**src/atss_pkg.sv**
```systemverilog
// Purpose: Shared constants, types and helpers for the absolute time source block.
// Assumes: 125 MHz system clock; parsed NMEA and PTP servo results arrive on that clock.
// Notes: Log interval periods are expressed in units of 1/128 second.
package atss_pkg;

  // ==========================================================================
  // Timing
  localparam int CLK_PERIOD_NS = 8;
  localparam int US_PERIOD_NS = 1000;
  localparam int CYC_PER_US = (US_PERIOD_NS + CLK_PERIOD_NS - 1) / CLK_PERIOD_NS;
  localparam int US_PER_SEC_DEF = 1000000;

  // ==========================================================================
  // Widths
  localparam int SECS_W = 32;
  localparam int US_W = 20;
  localparam int PORT_W = 16;
  localparam int DOM_W = 7;
  localparam int LIM_W = 7;
  localparam int OFS_W = 16;
  localparam int EXP_W = 4;
  localparam int PER_W = 11;

  // ==========================================================================
  // Reset values and ranges
  localparam logic [PORT_W-1:0] GPS_PORT_RST = 16'h277e;
  localparam logic [DOM_W-1:0] DOMAIN_RST = 7'h00;
  localparam logic [LIM_W-1:0] LOCK_LIM_RST = 7'h01;
  localparam logic [LIM_W-1:0] LOCK_LIM_MIN = 7'h01;
  localparam logic [LIM_W-1:0] LOCK_LIM_MAX = 7'h64;
  localparam logic signed [EXP_W-1:0] ANN_MIN = 4'he;
  localparam logic signed [EXP_W-1:0] ANN_MAX = 4'h3;
  localparam logic signed [EXP_W-1:0] ANN_RST = 4'h1;
  localparam logic signed [EXP_W-1:0] SYNC_MIN = 4'h9;
  localparam logic signed [EXP_W-1:0] SYNC_MAX = 4'h3;
  localparam logic signed [EXP_W-1:0] SYNC_RST = 4'h1;
  localparam logic signed [EXP_W-1:0] DREQ_MIN = 4'h9;
  localparam logic signed [EXP_W-1:0] DREQ_MAX = 4'h3;
  localparam logic signed [EXP_W-1:0] DREQ_RST = 4'h0;
  localparam logic signed [4:0] PER_EXP_BIAS = 5'h07;

  // ==========================================================================
  // Types
  typedef enum logic {SRC_GPS, SRC_PTP} atss_src_t;
  typedef enum logic {NMEA_RMC, NMEA_GGA} atss_nmea_t;
  typedef enum logic {PROF_1588V2, PROF_8021AS} atss_prof_t;
  typedef enum logic {XPORT_UDP, XPORT_L2} atss_xport_t;

  typedef struct packed {
    atss_src_t src;
    atss_nmea_t nmea_fmt;
    logic pulse_lock_required;
    logic [PORT_W-1:0] gps_port;
    atss_prof_t profile;
    atss_xport_t transport;
    logic [DOM_W-1:0] domain;
    logic [LIM_W-1:0] lock_limit_us;
    logic signed [EXP_W-1:0] log_announce;
    logic signed [EXP_W-1:0] log_sync;
    logic signed [EXP_W-1:0] log_dreq;
  } atss_cfg_t;

  typedef struct packed {
    atss_prof_t profile;
    atss_xport_t transport;
    logic [DOM_W-1:0] domain;
    logic [LIM_W-1:0] lock_limit_us;
    logic [PER_W-1:0] announce_period;
    logic [PER_W-1:0] sync_period;
    logic [PER_W-1:0] dreq_period;
  } atss_ptp_cfg_t;

  localparam atss_cfg_t CFG_RST = '{
    src: SRC_GPS, nmea_fmt: NMEA_RMC, pulse_lock_required: 1'b1,
    gps_port: GPS_PORT_RST, profile: PROF_1588V2, transport: XPORT_UDP,
    domain: DOMAIN_RST, lock_limit_us: LOCK_LIM_RST, log_announce: ANN_RST,
    log_sync: SYNC_RST, log_dreq: DREQ_RST};

  // ==========================================================================
  // Helpers
  function automatic logic signed [EXP_W-1:0] atss_clamp_exp(
      input logic signed [EXP_W-1:0] v,
      input logic signed [EXP_W-1:0] lo,
      input logic signed [EXP_W-1:0] hi);
    return (v < lo) ? lo : ((v > hi) ? hi : v);
  endfunction : atss_clamp_exp

  // Period of 2^n seconds in 1/128 s units
  function automatic logic [PER_W-1:0] atss_period(input logic signed [EXP_W-1:0] e);
    logic signed [4:0] s;
    s = {e[EXP_W-1], e} + PER_EXP_BIAS;
    return 11'h001 << s[3:0];
  endfunction : atss_period

endpackage : atss_pkg

```
**src/atss_tick_div.sv**
```systemverilog
// Purpose: Divider that emits a one-cycle enable every DIV clock cycles.
// Assumes: DIV of at least 2.
// Notes: Output comes from a flip-flop.
`timescale 1ns/1ps
module atss_tick_div
  import atss_pkg::*;
#(
  parameter int DIV = CYC_PER_US
) (
  input wire logic i_clk,
  input wire logic i_rst,
  output logic o_tick
);

  localparam int CW = $clog2(DIV);
  localparam logic [CW-1:0] LAST = CW'(DIV - 1);

  logic [CW-1:0] cnt_reg;

  always_ff @(posedge i_clk) begin
    if (i_rst) begin
      cnt_reg <= '0;
      o_tick <= 1'b0;
    end else begin
      o_tick <= (cnt_reg == LAST);
      cnt_reg <= (cnt_reg == LAST) ? '0 : cnt_reg + 1'b1;
    end
  end

endmodule : atss_tick_div

```
**src/atss_time_core.sv**
```systemverilog
// Purpose: Absolute system time keeper with GPS or PTP source selection.
// Assumes: NMEA parser and PTP servo run on i_clk; the PPS pin is asynchronous.
// Notes: Function
// Function
// - Select GPS or PTP source, GPS after reset
// - Accept only sentences of configured NMEA format
// - PPS locked: microseconds restart on each pulse
// - Both locked: load date and time from NMEA
// - PPS unlocked: load only if lock not required
// - Keep whole seconds plus separate microsecond field
// - GPS packets to configurable port, reset 10110
// - PTP source suppresses GPS data packets
// - PTP locked while offset within 1..100 limit
// - UDP transport only with 1588v2 profile
// - PTP domain 0 to 127, reset 0
// - Announce exponent -2..3, default 1
// - Sync exponent -7..3, default 1
// - Delay request exponent -7..3, default 0
// - GPS locked: PPS rising edge marks second
// - Nothing locked: internal one-hertz marks second
`timescale 1ns/1ps
module atss_time_core
  import atss_pkg::*;
#(
  parameter int US_PER_SEC = US_PER_SEC_DEF
) (
  input wire logic i_clk,
  input wire logic i_rst,
  input wire logic i_cfg_wr,
  input wire atss_cfg_t i_cfg,
  input wire logic i_pps,
  input wire logic i_pps_locked,
  input wire logic i_nmea_locked,
  input wire logic i_nmea_valid,
  input wire atss_nmea_t i_nmea_kind,
  input wire logic [SECS_W-1:0] i_nmea_secs,
  input wire logic i_ptp_ofs_valid,
  input wire logic [OFS_W-1:0] i_ptp_ofs_abs_us,
  input wire logic i_ptp_sec_pulse,
  output atss_src_t o_src,
  output atss_nmea_t o_nmea_fmt,
  output logic [SECS_W-1:0] o_sys_secs,
  output logic [US_W-1:0] o_sys_us,
  output logic o_full_second,
  output logic o_gps_pkt_en,
  output logic [PORT_W-1:0] o_gps_port,
  output logic o_ptp_locked,
  output atss_ptp_cfg_t o_ptp_cfg
);

  localparam logic [US_W-1:0] US_MAX = US_W'(US_PER_SEC - 1);

  // ==========================================================================
  // Configuration store
  atss_cfg_t cfg_reg;
  atss_cfg_t cfg_next;

  always_comb begin
    cfg_next = i_cfg;
    // Out-of-range limits are pulled to the nearest legal value
    if (i_cfg.lock_limit_us < LOCK_LIM_MIN) begin
      cfg_next.lock_limit_us = LOCK_LIM_MIN;
    end else if (i_cfg.lock_limit_us > LOCK_LIM_MAX) begin
      cfg_next.lock_limit_us = LOCK_LIM_MAX;
    end
    if (i_cfg.profile != PROF_1588V2) begin
      cfg_next.transport = XPORT_L2;
    end
    cfg_next.log_announce = atss_clamp_exp(i_cfg.log_announce, ANN_MIN, ANN_MAX);
    cfg_next.log_sync = atss_clamp_exp(i_cfg.log_sync, SYNC_MIN, SYNC_MAX);
    cfg_next.log_dreq = atss_clamp_exp(i_cfg.log_dreq, DREQ_MIN, DREQ_MAX);
  end

  always_ff @(posedge i_clk) begin
    if (i_rst) begin
      cfg_reg <= CFG_RST;
    end else if (i_cfg_wr) begin
      cfg_reg <= cfg_next;
    end
  end

  // ==========================================================================
  // PPS synchroniser and edge detect
  logic pps_meta_reg;
  logic pps_sync_reg;
  logic pps_prev_reg;
  logic pps_rise;

  always_ff @(posedge i_clk) begin
    if (i_rst) begin
      pps_meta_reg <= 1'b0;
      pps_sync_reg <= 1'b0;
      pps_prev_reg <= 1'b0;
    end else begin
      pps_meta_reg <= i_pps;
      pps_sync_reg <= pps_meta_reg;
      pps_prev_reg <= pps_sync_reg;
    end
  end

  assign pps_rise = pps_sync_reg & ~pps_prev_reg;

  // ==========================================================================
  // Microsecond tick
  logic us_tick;

  atss_tick_div #(
    .DIV(CYC_PER_US)
  ) u_us_div (
    .i_clk(i_clk),
    .i_rst(i_rst),
    .o_tick(us_tick)
  );

  // ==========================================================================
  // PTP lock status
  logic ptp_locked_reg;

  always_ff @(posedge i_clk) begin
    if (i_rst) begin
      ptp_locked_reg <= 1'b0;
    end else begin
      ptp_locked_reg <= (cfg_reg.src == SRC_PTP) && i_ptp_ofs_valid &&
          (i_ptp_ofs_abs_us <= OFS_W'(cfg_reg.lock_limit_us));
    end
  end

  // ==========================================================================
  // Full-second boundary selection
  logic gps_pps_mode;
  logic ptp_mode;
  logic us_wrap;
  logic boundary;
  logic nmea_load;

  assign gps_pps_mode = (cfg_reg.src == SRC_GPS) && i_pps_locked;
  assign ptp_mode = (cfg_reg.src == SRC_PTP) && ptp_locked_reg;
  assign us_wrap = us_tick && (o_sys_us == US_MAX);

  always_comb begin
    if (gps_pps_mode) begin
      boundary = pps_rise;
    end else if (ptp_mode) begin
      boundary = i_ptp_sec_pulse;
    end else begin
      boundary = us_wrap;
    end
  end

  // Date and time load from NMEA under the lock decision table
  assign nmea_load = (cfg_reg.src == SRC_GPS) && i_nmea_valid &&
      (i_nmea_kind == cfg_reg.nmea_fmt) && i_nmea_locked &&
      (i_pps_locked || !cfg_reg.pulse_lock_required);

  // ==========================================================================
  // System time
  always_ff @(posedge i_clk) begin
    if (i_rst) begin
      o_sys_us <= '0;
    end else if (boundary) begin
      o_sys_us <= '0;
    end else if (us_tick && (o_sys_us != US_MAX)) begin
      // Saturates while waiting for an external boundary
      o_sys_us <= o_sys_us + 1'b1;
    end
  end

  always_ff @(posedge i_clk) begin
    if (i_rst) begin
      o_sys_secs <= '0;
    end else if (nmea_load) begin
      o_sys_secs <= i_nmea_secs;
    end else if (boundary) begin
      o_sys_secs <= o_sys_secs + 1'b1;
    end
  end

  always_ff @(posedge i_clk) begin
    if (i_rst) begin
      o_full_second <= 1'b0;
    end else begin
      o_full_second <= boundary;
    end
  end

  // ==========================================================================
  // Registered status and configuration outputs
  always_ff @(posedge i_clk) begin
    if (i_rst) begin
      o_src <= SRC_GPS;
      o_nmea_fmt <= NMEA_RMC;
      o_gps_pkt_en <= 1'b0;
      o_gps_port <= GPS_PORT_RST;
      o_ptp_locked <= 1'b0;
    end else begin
      o_src <= cfg_reg.src;
      o_nmea_fmt <= cfg_reg.nmea_fmt;
      o_gps_pkt_en <= (cfg_reg.src == SRC_GPS);
      o_gps_port <= cfg_reg.gps_port;
      o_ptp_locked <= ptp_locked_reg;
    end
  end

  always_ff @(posedge i_clk) begin
    if (i_rst) begin
      o_ptp_cfg <= '0;
    end else begin
      o_ptp_cfg.profile <= cfg_reg.profile;
      o_ptp_cfg.transport <= cfg_reg.transport;
      o_ptp_cfg.domain <= cfg_reg.domain;
      o_ptp_cfg.lock_limit_us <= cfg_reg.lock_limit_us;
      o_ptp_cfg.announce_period <= atss_period(cfg_reg.log_announce);
      o_ptp_cfg.sync_period <= atss_period(cfg_reg.log_sync);
      o_ptp_cfg.dreq_period <= atss_period(cfg_reg.log_dreq);
    end
  end
endmodule : atss_time_core

```
**config.mk**
```make
export PLATFORM = sky130hd
export DESIGN_NAME = atss_time_core
export DESIGN_NICKNAME = d
export VERILOG_FILES = /design/src/atss_pkg.sv /design/src/atss_tick_div.sv /design/src/atss_time_core.sv
export SDC_FILE = /design/constraint.sdc
export NUM_CORES = 1
export LEC_CHECK = 0
export ABC_AREA = 1
export BUFFER_PORTS_ARGS = -buffer_cell sky130_fd_sc_hd__buf_2
export CAP_MARGIN = 40
export CORE_ASPECT_RATIO = 1.4
export CORE_MARGIN = 3
export CORE_UTILIZATION = 50
export DETAILED_ROUTE_END_ITERATION = 16
export PLACE_DENSITY = 0.77
export SETUP_SLACK_MARGIN = 0.05
export SLEW_MARGIN = 30
export SYNTH_ARGS = -nofsm -noshare
export SYNTH_HDL_FRONTEND = slang
export SYNTH_SLANG_ARGS = --single-unit
```
**constraint.sdc**
```tcl
create_clock -name i_clk -period 2.5 [get_ports i_clk]
set_clock_uncertainty 0.1 [all_clocks]
set_input_delay 0.5 -clock i_clk [delete_from_list [all_inputs] [get_ports i_clk]]
set_output_delay 0.5 -clock i_clk [all_outputs]
set_load 0.005 [all_outputs]
```
==> impl_metrics.xml, run 1 <==
<?xml version="1.0" encoding="UTF-8"?>
<metrics>
  <group name="hold_path">
    <metric name="worstHoldPathType" unit="">in2reg</metric>
  </group>
  <group name="route">
    <metric name="drc_errors" unit="">0</metric>
    <metric name="drt_wl_total" unit="um">21900</metric>
    <metric name="drt-initial-drc-count" unit="">596</metric>
    <metric name="via_per_inst" unit="">5.06</metric>
    <metric name="ant_nets" unit="">0</metric>
    <metric name="first_pass_iters" unit="">7</metric>
    <metric name="detailroute.via_count" unit="">8166</metric>
    <metric name="post_drt_wl_per_cell" unit="um">13.5</metric>
  </group>
  <group name="cells_and_area">
    <metric name="layout-drive-gt1-share" unit="">0.229</metric>
    <metric name="largest_register_ff_count" unit="">49</metric>
    <metric name="fillCellCount" unit="">1508</metric>
    <metric name="nNetsFinal" unit="">1517</metric>
    <metric name="multiInputGateArea" unit="um2">3900</metric>
    <metric name="seqCellArea" unit="um2">3620</metric>
    <metric name="area_growth" unit="%">22.7</metric>
  </group>
  <group name="grt">
    <metric name="first_global_vias" unit="">7552</metric>
    <metric name="grt_pass1_wl" unit="um">34700</metric>
    <metric name="pin_count_of_the_biggest_net_entering_global_routing" unit="">35</metric>
    <metric name="grt_antenna_before_repair" unit="">2</metric>
    <metric name="grt_overflow_total" unit="">0</metric>
    <metric name="globalRouteTotalUtil" unit="">0.235</metric>
  </group>
  <group name="place">
    <metric name="hpwlAfterDp" unit="um">16300</metric>
    <metric name="io_buffer_count" unit="">226</metric>
    <metric name="dp_worst_setup_slack" unit="ns">0.362</metric>
    <metric name="gpl.final_weighted_congestion" unit="">0.926</metric>
  </group>
  <group name="timing">
    <metric name="post-route-worst-setup-slack" unit="ns">0.313</metric>
    <metric name="count_of_pins_over_their_slew_limit" unit="">0</metric>
    <metric name="final.setup.tns" unit="ns">0</metric>
    <metric name="finalWorstPathRequiredPeriod" unit="ns">2.19</metric>
    <metric name="setup_repair_after_global_routing_missed_its_margin" unit="">no</metric>
    <metric name="worst_slew_margin_rel" unit="">0.594</metric>
    <metric name="layout_worst_path_cycle_share" unit="">0.875</metric>
    <metric name="achievable-frequency" unit="MHz">457</metric>
    <metric name="timing_worst_slew_pin_value" unit="ns">0.607</metric>
    <metric name="finalHoldViolations" unit="">0</metric>
    <metric name="timing.final.setup_violations" unit="">0</metric>
  </group>
  <group name="setup_path">
    <metric name="path_class" unit="">reg2reg</metric>
    <metric name="path_cells" unit="">ha_1, nand3_2, clkinv_2, nand2_2, nor2_2, nand3_2, nand2_4, nand2_4, buf_4, nand3b_1, nand2_1, nor2_1</metric>
    <metric name="crit_buf_inv" unit="">2</metric>
    <metric name="crit_path_end_kind" unit="">flip-flop</metric>
    <metric name="crit_arrival" unit="ns">2.44</metric>
    <metric name="critPathSlowestCell" unit="">sky130_fd_sc_hd__dfxtp_1</metric>
    <metric name="reg2reg_setup_slack" unit="ns">0.31</metric>
    <metric name="timing.critical_path.slowest_cell_delay" unit="ns">0.43</metric>
    <metric name="timing.critical_path.fanout_max" unit="">17</metric>
    <metric name="cp_data_required_time" unit="ns">2.75</metric>
    <metric name="critPathTopFamily" unit="">simple AND/OR/NAND/NOR gates</metric>
    <metric name="worstSetupStartpointType" unit="">flip-flop</metric>
  </group>
  <group name="power_and_ir_drop">
    <metric name="p_leak" unit="nW">4.89</metric>
    <metric name="power_density" unit="nW/um2">648</metric>
    <metric name="peak_vdd_ir" unit="mV">0.504</metric>
  </group>
  <group name="clocking">
    <metric name="post_cts_buffers" unit="">0</metric>
    <metric name="cts_inserted_buffers" unit="">17</metric>
    <metric name="hold_buffers" unit="">0</metric>
    <metric name="clock_tree_sinks" unit="">181</metric>
    <metric name="post_cts_sizing" unit="">0</metric>
    <metric name="cts.htree.levels" unit="">4</metric>
    <metric name="worst_skew_pair.late_latency" unit="ns">0.42</metric>
    <metric name="tritoncts" unit="">built</metric>
    <metric name="cts.clk_slew.worst_paths" unit="ns">0.07</metric>
    <metric name="clock_path_buffers" unit="">2</metric>
    <metric name="cts.root.buffer_cell" unit="">sky130_fd_sc_hd__clkbuf_16</metric>
  </group>
  <group name="synthesis">
    <metric name="synth_cells" unit="">1179</metric>
    <metric name="synth.cell_area" unit="um2">8270</metric>
    <metric name="synth.distinct_cells" unit="">43</metric>
    <metric name="synth_ff_type" unit="">sky130_fd_sc_hd__dfxtp_1</metric>
    <metric name="yosys_warnings" unit="">0</metric>
    <metric name="net_count_after_synthesis" unit="">1295</metric>
    <metric name="number_of_enable_type_register_cells_in_the_synthesized_netlist" unit="">0</metric>
    <metric name="synth-seq-cells" unit="">181</metric>
    <metric name="synth_area_per_cell" unit="um2">7.01</metric>
    <metric name="synth-seq-area-share" unit="">0.438</metric>
    <metric name="ys_async_sr_fraction" unit="">0</metric>
  </group>
  <group name="status">
    <metric name="run_status" unit="">finished clean</metric>
  </group>
  <group name="floorplan">
    <metric name="fp.dieW" unit="um">115</metric>
    <metric name="die_area" unit="um2">18100</metric>
    <metric name="die_h" unit="um">158</metric>
    <metric name="design.core.area" unit="um2">16200</metric>
    <metric name="ioPinCount" unit="">227</metric>
    <metric name="starting_density_of_the_core" unit="">0.511</metric>
    <metric name="rows" unit="">55</metric>
  </group>
  <group name="job">
    <metric name="drv.max_cap_violation_count" unit="">0</metric>
  </group>
</metrics>
-- cells by family after synthesis --
family / count (synthesis) / share of synthesized area
AND/OR/NAND/NOR: 668 / 0.350
AO/OA/AOI/OAI: 124 / 0.0837
flip-flops: 181 / 0.438
adder cells (fa/ha/maj): 11 / 0.0166
buffers and inverters: 175 / 0.0904
XOR/XNOR: 20 / 0.0212
-- report_power, final --
group | internal, W | switching [W] | total, W
clock network | 0.00138 | 0.00123 | 0.00262
registers | 0.00304 | 0.000119 | 0.00316
logic | 0.000337 | 0.000463 | 0.000800
-- layer usage --
metal / wire, um / up-vias / GRT usage
met3: 1480 / 30 / 0.0604
met4: 466 / 2 / 0.0894
met2: 11200 / 265 / 0.420
met1: 8730 / 3705 / 0.265
met5: 7 / - / 0
li1: - / 4164 / -
-- path summary, 6_finish.rpt --
check                           start                           to  cells past startpoint
min                             i_pps      pps_meta_reg$_SDFF_PP0_                      3
max          o_sys_us[0]$_SDFFE_PP0P_  o_sys_secs[13]$_SDFFE_PP0P_                     12
min reg2reg   pps_meta_reg$_SDFF_PP0_      pps_sync_reg$_SDFF_PP0_                      2
max reg2reg  o_sys_us[0]$_SDFFE_PP0P_  o_sys_secs[13]$_SDFFE_PP0P_                     12
-- cell usage in the layout, fill, tap and decap left out, types with 3 or more instances in the layout --
master,count
sky130_fd_sc_hd__buf_4,16
sky130_fd_sc_hd__clkbuf_16,17
sky130_fd_sc_hd__nand3_1,75
sky130_fd_sc_hd__nand3b_1,13
sky130_fd_sc_hd__nor2_1,177
sky130_fd_sc_hd__nor2_2,25
sky130_fd_sc_hd__nor4_1,4
sky130_fd_sc_hd__a21oi_1,50
sky130_fd_sc_hd__inv_1,129
sky130_fd_sc_hd__inv_8,5
sky130_fd_sc_hd__xor2_1,19
sky130_fd_sc_hd__o21ai_0,51
sky130_fd_sc_hd__nor3b_1,6
sky130_fd_sc_hd__nor3_1,24
sky130_fd_sc_hd__dfxtp_1,181
sky130_fd_sc_hd__ha_1,11
sky130_fd_sc_hd__nand4_1,9
sky130_fd_sc_hd__buf_2,226
sky130_fd_sc_hd__a22o_1,10
sky130_fd_sc_hd__inv_6,6
sky130_fd_sc_hd__o211ai_1,3
sky130_fd_sc_hd__or2_2,12
sky130_fd_sc_hd__nand2_1,311
-- stage by stage --
| stage | cells | cell area, um2 | power, W | utilization | hold WS [ns] |
|---|---|---|---|---|---|
| global placement | 1581 | 9560 | 0.00400 | 0.591 | 0.290 |
| global route | 1614 | 10100 | 0.00688 | 0.627 | 0.182 |
| finish | 1614 | 10100 | 0.00657 | 0.627 | 0.179 |
| CTS | 1613 | 10100 | 0.00663 | 0.627 | 0.167 |
| detailed placement | 1581 | 9560 | 0.00402 | 0.591 | 0.300 |
| floorplan | 1179 | 8270 | 0.00371 | - | 0.288 |
-- layout make-up --
type                       instances  share of cell area
multi-input combinational        823               0.384
clock buffer                      19              0.0447
clock inverter                    13              0.0128
timing repair buffer             243               0.125
tap                              199              0.0245
inverter                         135              0.0508
sequential                       181               0.357
antenna                            1            0.000247
-- worst min-delay path: stages --
cell and delay, ns:
sky130_fd_sc_hd__buf_2 0.07, sky130_fd_sc_hd__inv_1 0.03, sky130_fd_sc_hd__nor2_1 0.06
-- cells in the mapped netlist, types with 6 or more instances --
cell type / number / area [um2]
sky130_fd_sc_hd__nand2_1: 312 / 1170
sky130_fd_sc_hd__dfxtp_1: 181 / 3620
sky130_fd_sc_hd__nor2_1: 177 / 664
sky130_fd_sc_hd__inv_1: 130 / 488
sky130_fd_sc_hd__nand3_1: 75 / 375
sky130_fd_sc_hd__o21ai_0: 51 / 255
sky130_fd_sc_hd__a21oi_1: 50 / 250
sky130_fd_sc_hd__nor2_2: 25 / 156
sky130_fd_sc_hd__nor3_1: 24 / 120
sky130_fd_sc_hd__xor2_1: 19 / 166
sky130_fd_sc_hd__clkbuf_1: 16 / 60.1
sky130_fd_sc_hd__nand3b_1: 13 / 97.6
sky130_fd_sc_hd__buf_2: 12 / 60.1
sky130_fd_sc_hd__or2_2: 12 / 75.1
sky130_fd_sc_hd__ha_1: 11 / 138
sky130_fd_sc_hd__a22o_1: 10 / 87.6
sky130_fd_sc_hd__nand4_1: 9 / 56.3
sky130_fd_sc_hd__nor3b_1: 6 / 45.0
No activity file was read; power rests on OpenSTA's default activity.
==> run 2, diff against run 1 <==
--- a/config.mk
+++ b/config.mk
@@ -12,7 +12,7 @@
 export CORE_MARGIN = 3
 export CORE_UTILIZATION = 50
 export DETAILED_ROUTE_END_ITERATION = 16
-export PLACE_DENSITY = 0.77
+export PLACE_DENSITY = 0.78
 export SETUP_SLACK_MARGIN = 0.05
 export SLEW_MARGIN = 30
 export SYNTH_ARGS = -nofsm -noshare
==> impl_metrics.xml, run 2 (synthesis results as in run 1) <==
<?xml version="1.0" encoding="UTF-8"?>
<metrics>
  <group name="status">
    <metric name="run_status" unit="">finished clean</metric>
  </group>
  <group name="timing">
    <metric name="final.setup.tns" unit="ns">0</metric>
    <metric name="achievable-frequency" unit="MHz">461</metric>
    <metric name="count_of_pins_over_their_slew_limit" unit="">0</metric>
    <metric name="timing_worst_slew_pin_value" unit="ns">0.676</metric>
    <metric name="finalWorstPathRequiredPeriod" unit="ns">2.17</metric>
    <metric name="setup_repair_after_global_routing_missed_its_margin" unit="">no</metric>
    <metric name="worst_hold_slack" unit="ns">0.172</metric>
    <metric name="layout_worst_path_cycle_share" unit="">0.867</metric>
    <metric name="worst_slew_margin_rel" unit="">0.545</metric>
    <metric name="timing.final.setup_violations" unit="">0</metric>
    <metric name="post-route-worst-setup-slack" unit="ns">0.332</metric>
    <metric name="finalHoldViolations" unit="">0</metric>
  </group>
  <group name="power_and_ir_drop">
    <metric name="power_density" unit="nW/um2">657</metric>
    <metric name="peak_vdd_ir" unit="mV">0.445</metric>
    <metric name="p_leak" unit="nW">4.87</metric>
  </group>
  <group name="clocking">
    <metric name="cts.htree.levels" unit="">4</metric>
    <metric name="tritoncts" unit="">built</metric>
    <metric name="clock_path_buffers" unit="">2</metric>
    <metric name="cts_inserted_buffers" unit="">17</metric>
    <metric name="post_cts_buffers" unit="">0</metric>
    <metric name="clock_tree_sinks" unit="">181</metric>
    <metric name="hold_buffers" unit="">0</metric>
    <metric name="cts.clk_slew.worst_paths" unit="ns">0.07</metric>
    <metric name="cts.root.buffer_cell" unit="">sky130_fd_sc_hd__clkbuf_16</metric>
    <metric name="worst_skew_pair.late_latency" unit="ns">0.44</metric>
    <metric name="post_cts_sizing" unit="">0</metric>
  </group>
  <group name="cells_and_area">
    <metric name="finish.utilization" unit="">0.626</metric>
    <metric name="layout-drive-gt1-share" unit="">0.226</metric>
    <metric name="area_growth" unit="%">22.5</metric>
    <metric name="layout.cells.most_common" unit="">sky130_fd_sc_hd__nand2_1</metric>
    <metric name="n_antenna_cell" unit="">0</metric>
    <metric name="fin_area" unit="um2">10100</metric>
    <metric name="nNetsFinal" unit="">1513</metric>
    <metric name="most_frequent_cells_in_the_layout" unit="">311 x sky130_fd_sc_hd__nand2_1, 226 x sky130_fd_sc_hd__buf_2, 181 x sky130_fd_sc_hd__dfxtp_1</metric>
    <metric name="fillCellCount" unit="">1490</metric>
    <metric name="largest_register_ff_count" unit="">49</metric>
  </group>
  <group name="place">
    <metric name="dp_worst_setup_slack" unit="ns">0.340</metric>
    <metric name="io_buffer_count" unit="">226</metric>
    <metric name="gpl.final_weighted_congestion" unit="">0.949</metric>
    <metric name="hpwlAfterDp" unit="um">16400</metric>
    <metric name="placed_cell_area" unit="um2">9530</metric>
  </group>
  <group name="hold_path">
    <metric name="worstHoldPathType" unit="">in2reg</metric>
  </group>
  <group name="setup_path">
    <metric name="crit_path_end_kind" unit="">flip-flop</metric>
    <metric name="critPathSlowestCell" unit="">sky130_fd_sc_hd__dfxtp_1</metric>
    <metric name="crit_buf_inv" unit="">2</metric>
    <metric name="worstSetupStartpointType" unit="">flip-flop</metric>
    <metric name="path_class" unit="">reg2reg</metric>
    <metric name="critPathTopFamily" unit="">simple AND/OR/NAND/NOR gates</metric>
    <metric name="crit_arrival" unit="ns">2.44</metric>
    <metric name="timing.critical_path.fanout_max" unit="">17</metric>
    <metric name="path_cells" unit="">ha_1, nand3_2, clkinv_2, nand2_2, nor2_2, nand3_2, nand2_4, nand2_4, buf_4, nand3_1, nand2_1, nor2_1</metric>
    <metric name="timing.critical_path.slowest_cell_delay" unit="ns">0.43</metric>
    <metric name="cp_data_required_time" unit="ns">2.77</metric>
  </group>
  <group name="route">
    <metric name="drc_errors" unit="">0</metric>
    <metric name="drt-initial-drc-count" unit="">513</metric>
    <metric name="via_per_inst" unit="">5.02</metric>
    <metric name="ant_nets" unit="">0</metric>
    <metric name="post_drt_wl_per_cell" unit="um">13.7</metric>
    <metric name="first_pass_iters" unit="">5</metric>
    <metric name="drt_wl_total" unit="um">22100</metric>
    <metric name="detailroute.via_count" unit="">8072</metric>
  </group>
  <group name="floorplan">
    <metric name="starting_density_of_the_core" unit="">0.511</metric>
    <metric name="die_h" unit="um">158</metric>
    <metric name="die_area" unit="um2">18100</metric>
    <metric name="rows" unit="">55</metric>
    <metric name="ioPinCount" unit="">227</metric>
    <metric name="fp.dieW" unit="um">115</metric>
    <metric name="design.core.area" unit="um2">16200</metric>
  </group>
  <group name="grt">
    <metric name="first_global_vias" unit="">7586</metric>
    <metric name="globalRouteTotalUtil" unit="">0.241</metric>
    <metric name="grt_antenna_before_repair" unit="">0</metric>
    <metric name="pin_count_of_the_biggest_net_entering_global_routing" unit="">60</metric>
    <metric name="grt_overflow_total" unit="">0</metric>
    <metric name="grt_pass1_wl" unit="um">35200</metric>
  </group>
  <group name="job">
    <metric name="drv.max_cap_violation_count" unit="">0</metric>
  </group>
</metrics>
## run 2: worst register-to-register path: stages, from the launching register on
cell and delay (ns):
sky130_fd_sc_hd__dfxtp_1 0.43, sky130_fd_sc_hd__ha_1 0.31, sky130_fd_sc_hd__nand3_2 0.14, sky130_fd_sc_hd__clkinv_2 0.08, sky130_fd_sc_hd__nand2_2 0.04, sky130_fd_sc_hd__nor2_2 0.12
sky130_fd_sc_hd__nand3_2 0.10, sky130_fd_sc_hd__nand2_4 0.11, sky130_fd_sc_hd__nand2_4 0.16, sky130_fd_sc_hd__buf_4 0.28, sky130_fd_sc_hd__nand3_1 0.09, sky130_fd_sc_hd__nand2_1 0.05
sky130_fd_sc_hd__nor2_1 0.10
## run 2: per-stage QoR
step / std cells / total power, W
2_1_floorplan: 1179 / 0.00371
3_3_place_gp: 1577 / 0.00399
3_5_place_dp: 1577 / 0.00401
4_1_cts: 1609 / 0.00671
5_1_grt: 1609 / 0.00696
6_report: 1609 / 0.00665
## run 2: routing by layer
metal	wire length [um]	vias to the layer above	global-route usage
met5	0	-	0
met4	594	0	0.0979
met3	1460	45	0.0593
met2	11400	272	0.444
met1	8570	3608	0.260
li1	-	4147	-
## run 2: final timing paths
kind | start | end | slack (ns) | depth (start not counted)
hold reg to reg | pps_meta_reg$_SDFF_PP0_ | pps_sync_reg$_SDFF_PP0_ | 0.30 | 2
hold / removal | i_pps | pps_meta_reg$_SDFF_PP0_ | 0.17 | 3
setup reg to reg | o_sys_us[0]$_SDFFE_PP0P_ | o_sys_secs[14]$_SDFFE_PP0P_ | 0.33 | 12
setup / recovery | o_sys_us[0]$_SDFFE_PP0P_ | o_sys_secs[14]$_SDFFE_PP0P_ | 0.33 | 12
## run 2: cell type report
type / instances / area [um2] / share of cell area
repair buffers: 239 / 1240 / 0.123
flip-flops and latches: 181 / 3620 / 0.358
clock inverters: 13 / 154 / 0.0152
multi-input cells: 823 / 3900 / 0.385
inverters: 135 / 515 / 0.0509
well taps: 199 / 249 / 0.0246
clock buffers: 19 / 443 / 0.0437
## run 2: power breakdown
part           leakage (nW)  switching [W]  internal, W  total, W
clock network         0.291        0.00125      0.00145   0.00270
logic                  3.10       0.000463     0.000332  0.000795
registers              1.49       0.000117      0.00304   0.00316
==> run 3, diff against run 2 <==
--- a/config.mk
+++ b/config.mk
@@ -12,9 +12,9 @@
 export CORE_MARGIN = 3
 export CORE_UTILIZATION = 50
 export DETAILED_ROUTE_END_ITERATION = 16
-export PLACE_DENSITY = 0.78
+export PLACE_DENSITY = 0.84
 export SETUP_SLACK_MARGIN = 0.05
-export SLEW_MARGIN = 30
+export SLEW_MARGIN = 20
 export SYNTH_ARGS = -nofsm -noshare
 export SYNTH_HDL_FRONTEND = slang
 export SYNTH_SLANG_ARGS = --single-unit
==> impl_metrics.xml, run 3 (synthesis results as in run 1) <==
<?xml version="1.0" encoding="UTF-8"?>
<metrics>
  <group name="status">
    <metric name="run_status" unit="">finished clean</metric>
  </group>
  <group name="place">
    <metric name="hpwlAfterDp" unit="um">16800</metric>
    <metric name="placed_cell_area" unit="um2">9520</metric>
    <metric name="io_buffer_count" unit="">226</metric>
    <metric name="dp_worst_setup_slack" unit="ns">0.360</metric>
    <metric name="gpl.final_weighted_congestion" unit="">0.954</metric>
    <metric name="dpl.cell_count" unit="">1578</metric>
  </group>
  <group name="floorplan">
    <metric name="design.core.area" unit="um2">16200</metric>
    <metric name="starting_density_of_the_core" unit="">0.511</metric>
    <metric name="ioPinCount" unit="">227</metric>
    <metric name="fp.dieW" unit="um">115</metric>
    <metric name="die_area" unit="um2">18100</metric>
    <metric name="rows" unit="">55</metric>
    <metric name="die_h" unit="um">158</metric>
  </group>
  <group name="power_and_ir_drop">
    <metric name="p_leak" unit="nW">4.89</metric>
    <metric name="power_density" unit="nW/um2">667</metric>
    <metric name="peak_vdd_ir" unit="mV">0.610</metric>
    <metric name="total_power" unit="W">0.00677</metric>
  </group>
  <group name="timing">
    <metric name="achievable-frequency" unit="MHz">457</metric>
    <metric name="final.setup.tns" unit="ns">0</metric>
    <metric name="finalHoldViolations" unit="">0</metric>
    <metric name="post-route-worst-setup-slack" unit="ns">0.311</metric>
    <metric name="timing.final.setup_violations" unit="">0</metric>
    <metric name="layout_worst_path_cycle_share" unit="">0.876</metric>
    <metric name="setup_repair_after_global_routing_missed_its_margin" unit="">no</metric>
    <metric name="worst_slew_margin_rel" unit="">0.605</metric>
    <metric name="timing_worst_slew_pin_value" unit="ns">0.587</metric>
    <metric name="finalWorstPathRequiredPeriod" unit="ns">2.19</metric>
    <metric name="count_of_pins_over_their_slew_limit" unit="">0</metric>
  </group>
  <group name="grt">
    <metric name="grt_antenna_before_repair" unit="">2</metric>
    <metric name="grt_overflow_total" unit="">0</metric>
    <metric name="globalRouteTotalUtil" unit="">0.251</metric>
    <metric name="first_global_vias" unit="">7866</metric>
    <metric name="pin_count_of_the_biggest_net_entering_global_routing" unit="">60</metric>
    <metric name="grt_pass1_wl" unit="um">36600</metric>
  </group>
  <group name="clocking">
    <metric name="cts.htree.levels" unit="">4</metric>
    <metric name="hold_buffers" unit="">0</metric>
    <metric name="cts.root.buffer_cell" unit="">sky130_fd_sc_hd__clkbuf_16</metric>
    <metric name="clock_tree_sinks" unit="">181</metric>
    <metric name="cts.clk_slew.worst_paths" unit="ns">0.07</metric>
    <metric name="tritoncts" unit="">built</metric>
    <metric name="post_cts_sizing" unit="">0</metric>
    <metric name="post_cts_buffers" unit="">0</metric>
    <metric name="clock_path_buffers" unit="">2</metric>
    <metric name="cts_inserted_buffers" unit="">17</metric>
    <metric name="worst_skew_pair.late_latency" unit="ns">0.43</metric>
  </group>
  <group name="setup_path">
    <metric name="timing.critical_path.fanout_max" unit="">18</metric>
    <metric name="crit_arrival" unit="ns">2.45</metric>
    <metric name="cp_data_required_time" unit="ns">2.76</metric>
    <metric name="worstSetupStartpointType" unit="">flip-flop</metric>
    <metric name="crit_path_end_kind" unit="">flip-flop</metric>
    <metric name="path_class" unit="">reg2reg</metric>
  </group>
  <group name="route">
    <metric name="detailroute.via_count" unit="">8270</metric>
    <metric name="drt-initial-drc-count" unit="">649</metric>
    <metric name="first_pass_iters" unit="">5</metric>
    <metric name="ant_nets" unit="">0</metric>
    <metric name="via_per_inst" unit="">5.13</metric>
    <metric name="drc_errors" unit="">0</metric>
    <metric name="drt_wl_total" unit="um">22600</metric>
    <metric name="post_drt_wl_per_cell" unit="um">14.0</metric>
  </group>
  <group name="cells_and_area">
    <metric name="layout-drive-gt1-share" unit="">0.227</metric>
    <metric name="fin_area" unit="um2">10200</metric>
    <metric name="nNetsFinal" unit="">1514</metric>
    <metric name="most_frequent_cells_in_the_layout" unit="">311 x sky130_fd_sc_hd__nand2_1, 226 x sky130_fd_sc_hd__buf_2, 181 x sky130_fd_sc_hd__dfxtp_1</metric>
    <metric name="largest_register_ff_count" unit="">49</metric>
    <metric name="stdcell_count" unit="">1611</metric>
    <metric name="area_growth" unit="%">22.8</metric>
    <metric name="layout.cells.most_common" unit="">sky130_fd_sc_hd__nand2_1</metric>
  </group>
  <group name="hold_path">
    <metric name="worstHoldPathType" unit="">in2reg</metric>
  </group>
  <group name="job">
    <metric name="drv.max_cap_violation_count" unit="">0</metric>
  </group>
</metrics>
run 3: cell count changes in the layout (fill, tap and decap cells not counted):
cell,delta
sky130_fd_sc_hd__clkbuf_1,-1
sky130_fd_sc_hd__inv_6,-1
sky130_fd_sc_hd__buf_4,+2
sky130_fd_sc_hd__bufinv_16,+1
sky130_fd_sc_hd__diode_2,+1
sky130_fd_sc_hd__buf_12,-1
sky130_fd_sc_hd__inv_8,-1
sky130_fd_sc_hd__clkinv_4,+1
sky130_fd_sc_hd__clkinv_8,+1
run 3: cell type report:
class                      instances  area (um2)
antenna                            1        2.50
clock buffer                      18         439
clock inverter                    14         189
fill                            1481        6020
inverter                         135         515
multi-input combinational        823        3900
sequential                       181        3620
tap                              199         249
timing repair buffer             240        1240
run 3: metal layers:
metal | wire length, um | up-vias | track usage
met5 | 9 | - | 0
met4 | 954 | 2 | 0.130
met3 | 1670 | 70 | 0.0574
met2 | 11200 | 324 | 0.436
met1 | 8750 | 3709 | 0.285
li1 | - | 4165 | -
run 3: path summary, 6_finish.rpt:
check                                start                         end  slack, ns  depth (start not counted)
setup / recovery  o_sys_us[0]$_SDFFE_PP0P_  o_sys_secs[2]$_SDFFE_PP0P_       0.31                         12
hold / removal                       i_pps     pps_meta_reg$_SDFF_PP0_       0.18                          3
setup reg to reg  o_sys_us[0]$_SDFFE_PP0P_  o_sys_secs[2]$_SDFFE_PP0P_       0.31                         12
hold reg to reg    pps_meta_reg$_SDFF_PP0_     pps_sync_reg$_SDFF_PP0_       0.31                          2
run 3: critical path, cell delays in order (launching register included):
cell and delay (ns):
sky130_fd_sc_hd__dfxtp_1 0.43, sky130_fd_sc_hd__ha_1 0.32, sky130_fd_sc_hd__nand3_2 0.15, sky130_fd_sc_hd__clkinv_2 0.08
sky130_fd_sc_hd__nand2_2 0.05, sky130_fd_sc_hd__nor2_2 0.12, sky130_fd_sc_hd__nand3_2 0.09, sky130_fd_sc_hd__nand2_4 0.10
sky130_fd_sc_hd__nand2_4 0.16, sky130_fd_sc_hd__buf_4 0.28, sky130_fd_sc_hd__nand3b_1 0.10, sky130_fd_sc_hd__nand2_1 0.05
sky130_fd_sc_hd__nor2_1 0.09
run 3: metrics by stage:
stage / hold slack (ns) / utilization
detailed placement: 0.299 / 0.589
CTS: 0.165 / 0.628
global route: 0.180 / 0.628
finish: 0.181 / 0.628
floorplan: 0.288 / -
global placement: 0.297 / 0.589
run 3: power breakdown:
part / leakage, nW / switching, W / total, W / internal, W
clock network: 0.305 / 0.00125 / 0.00281 / 0.00156
registers: 1.49 / 0.000120 / 0.00316 / 0.00304
logic: 3.10 / 0.000471 / 0.000803 / 0.000332
total: 4.89 / 0.00184 / 0.00677 / 0.00493
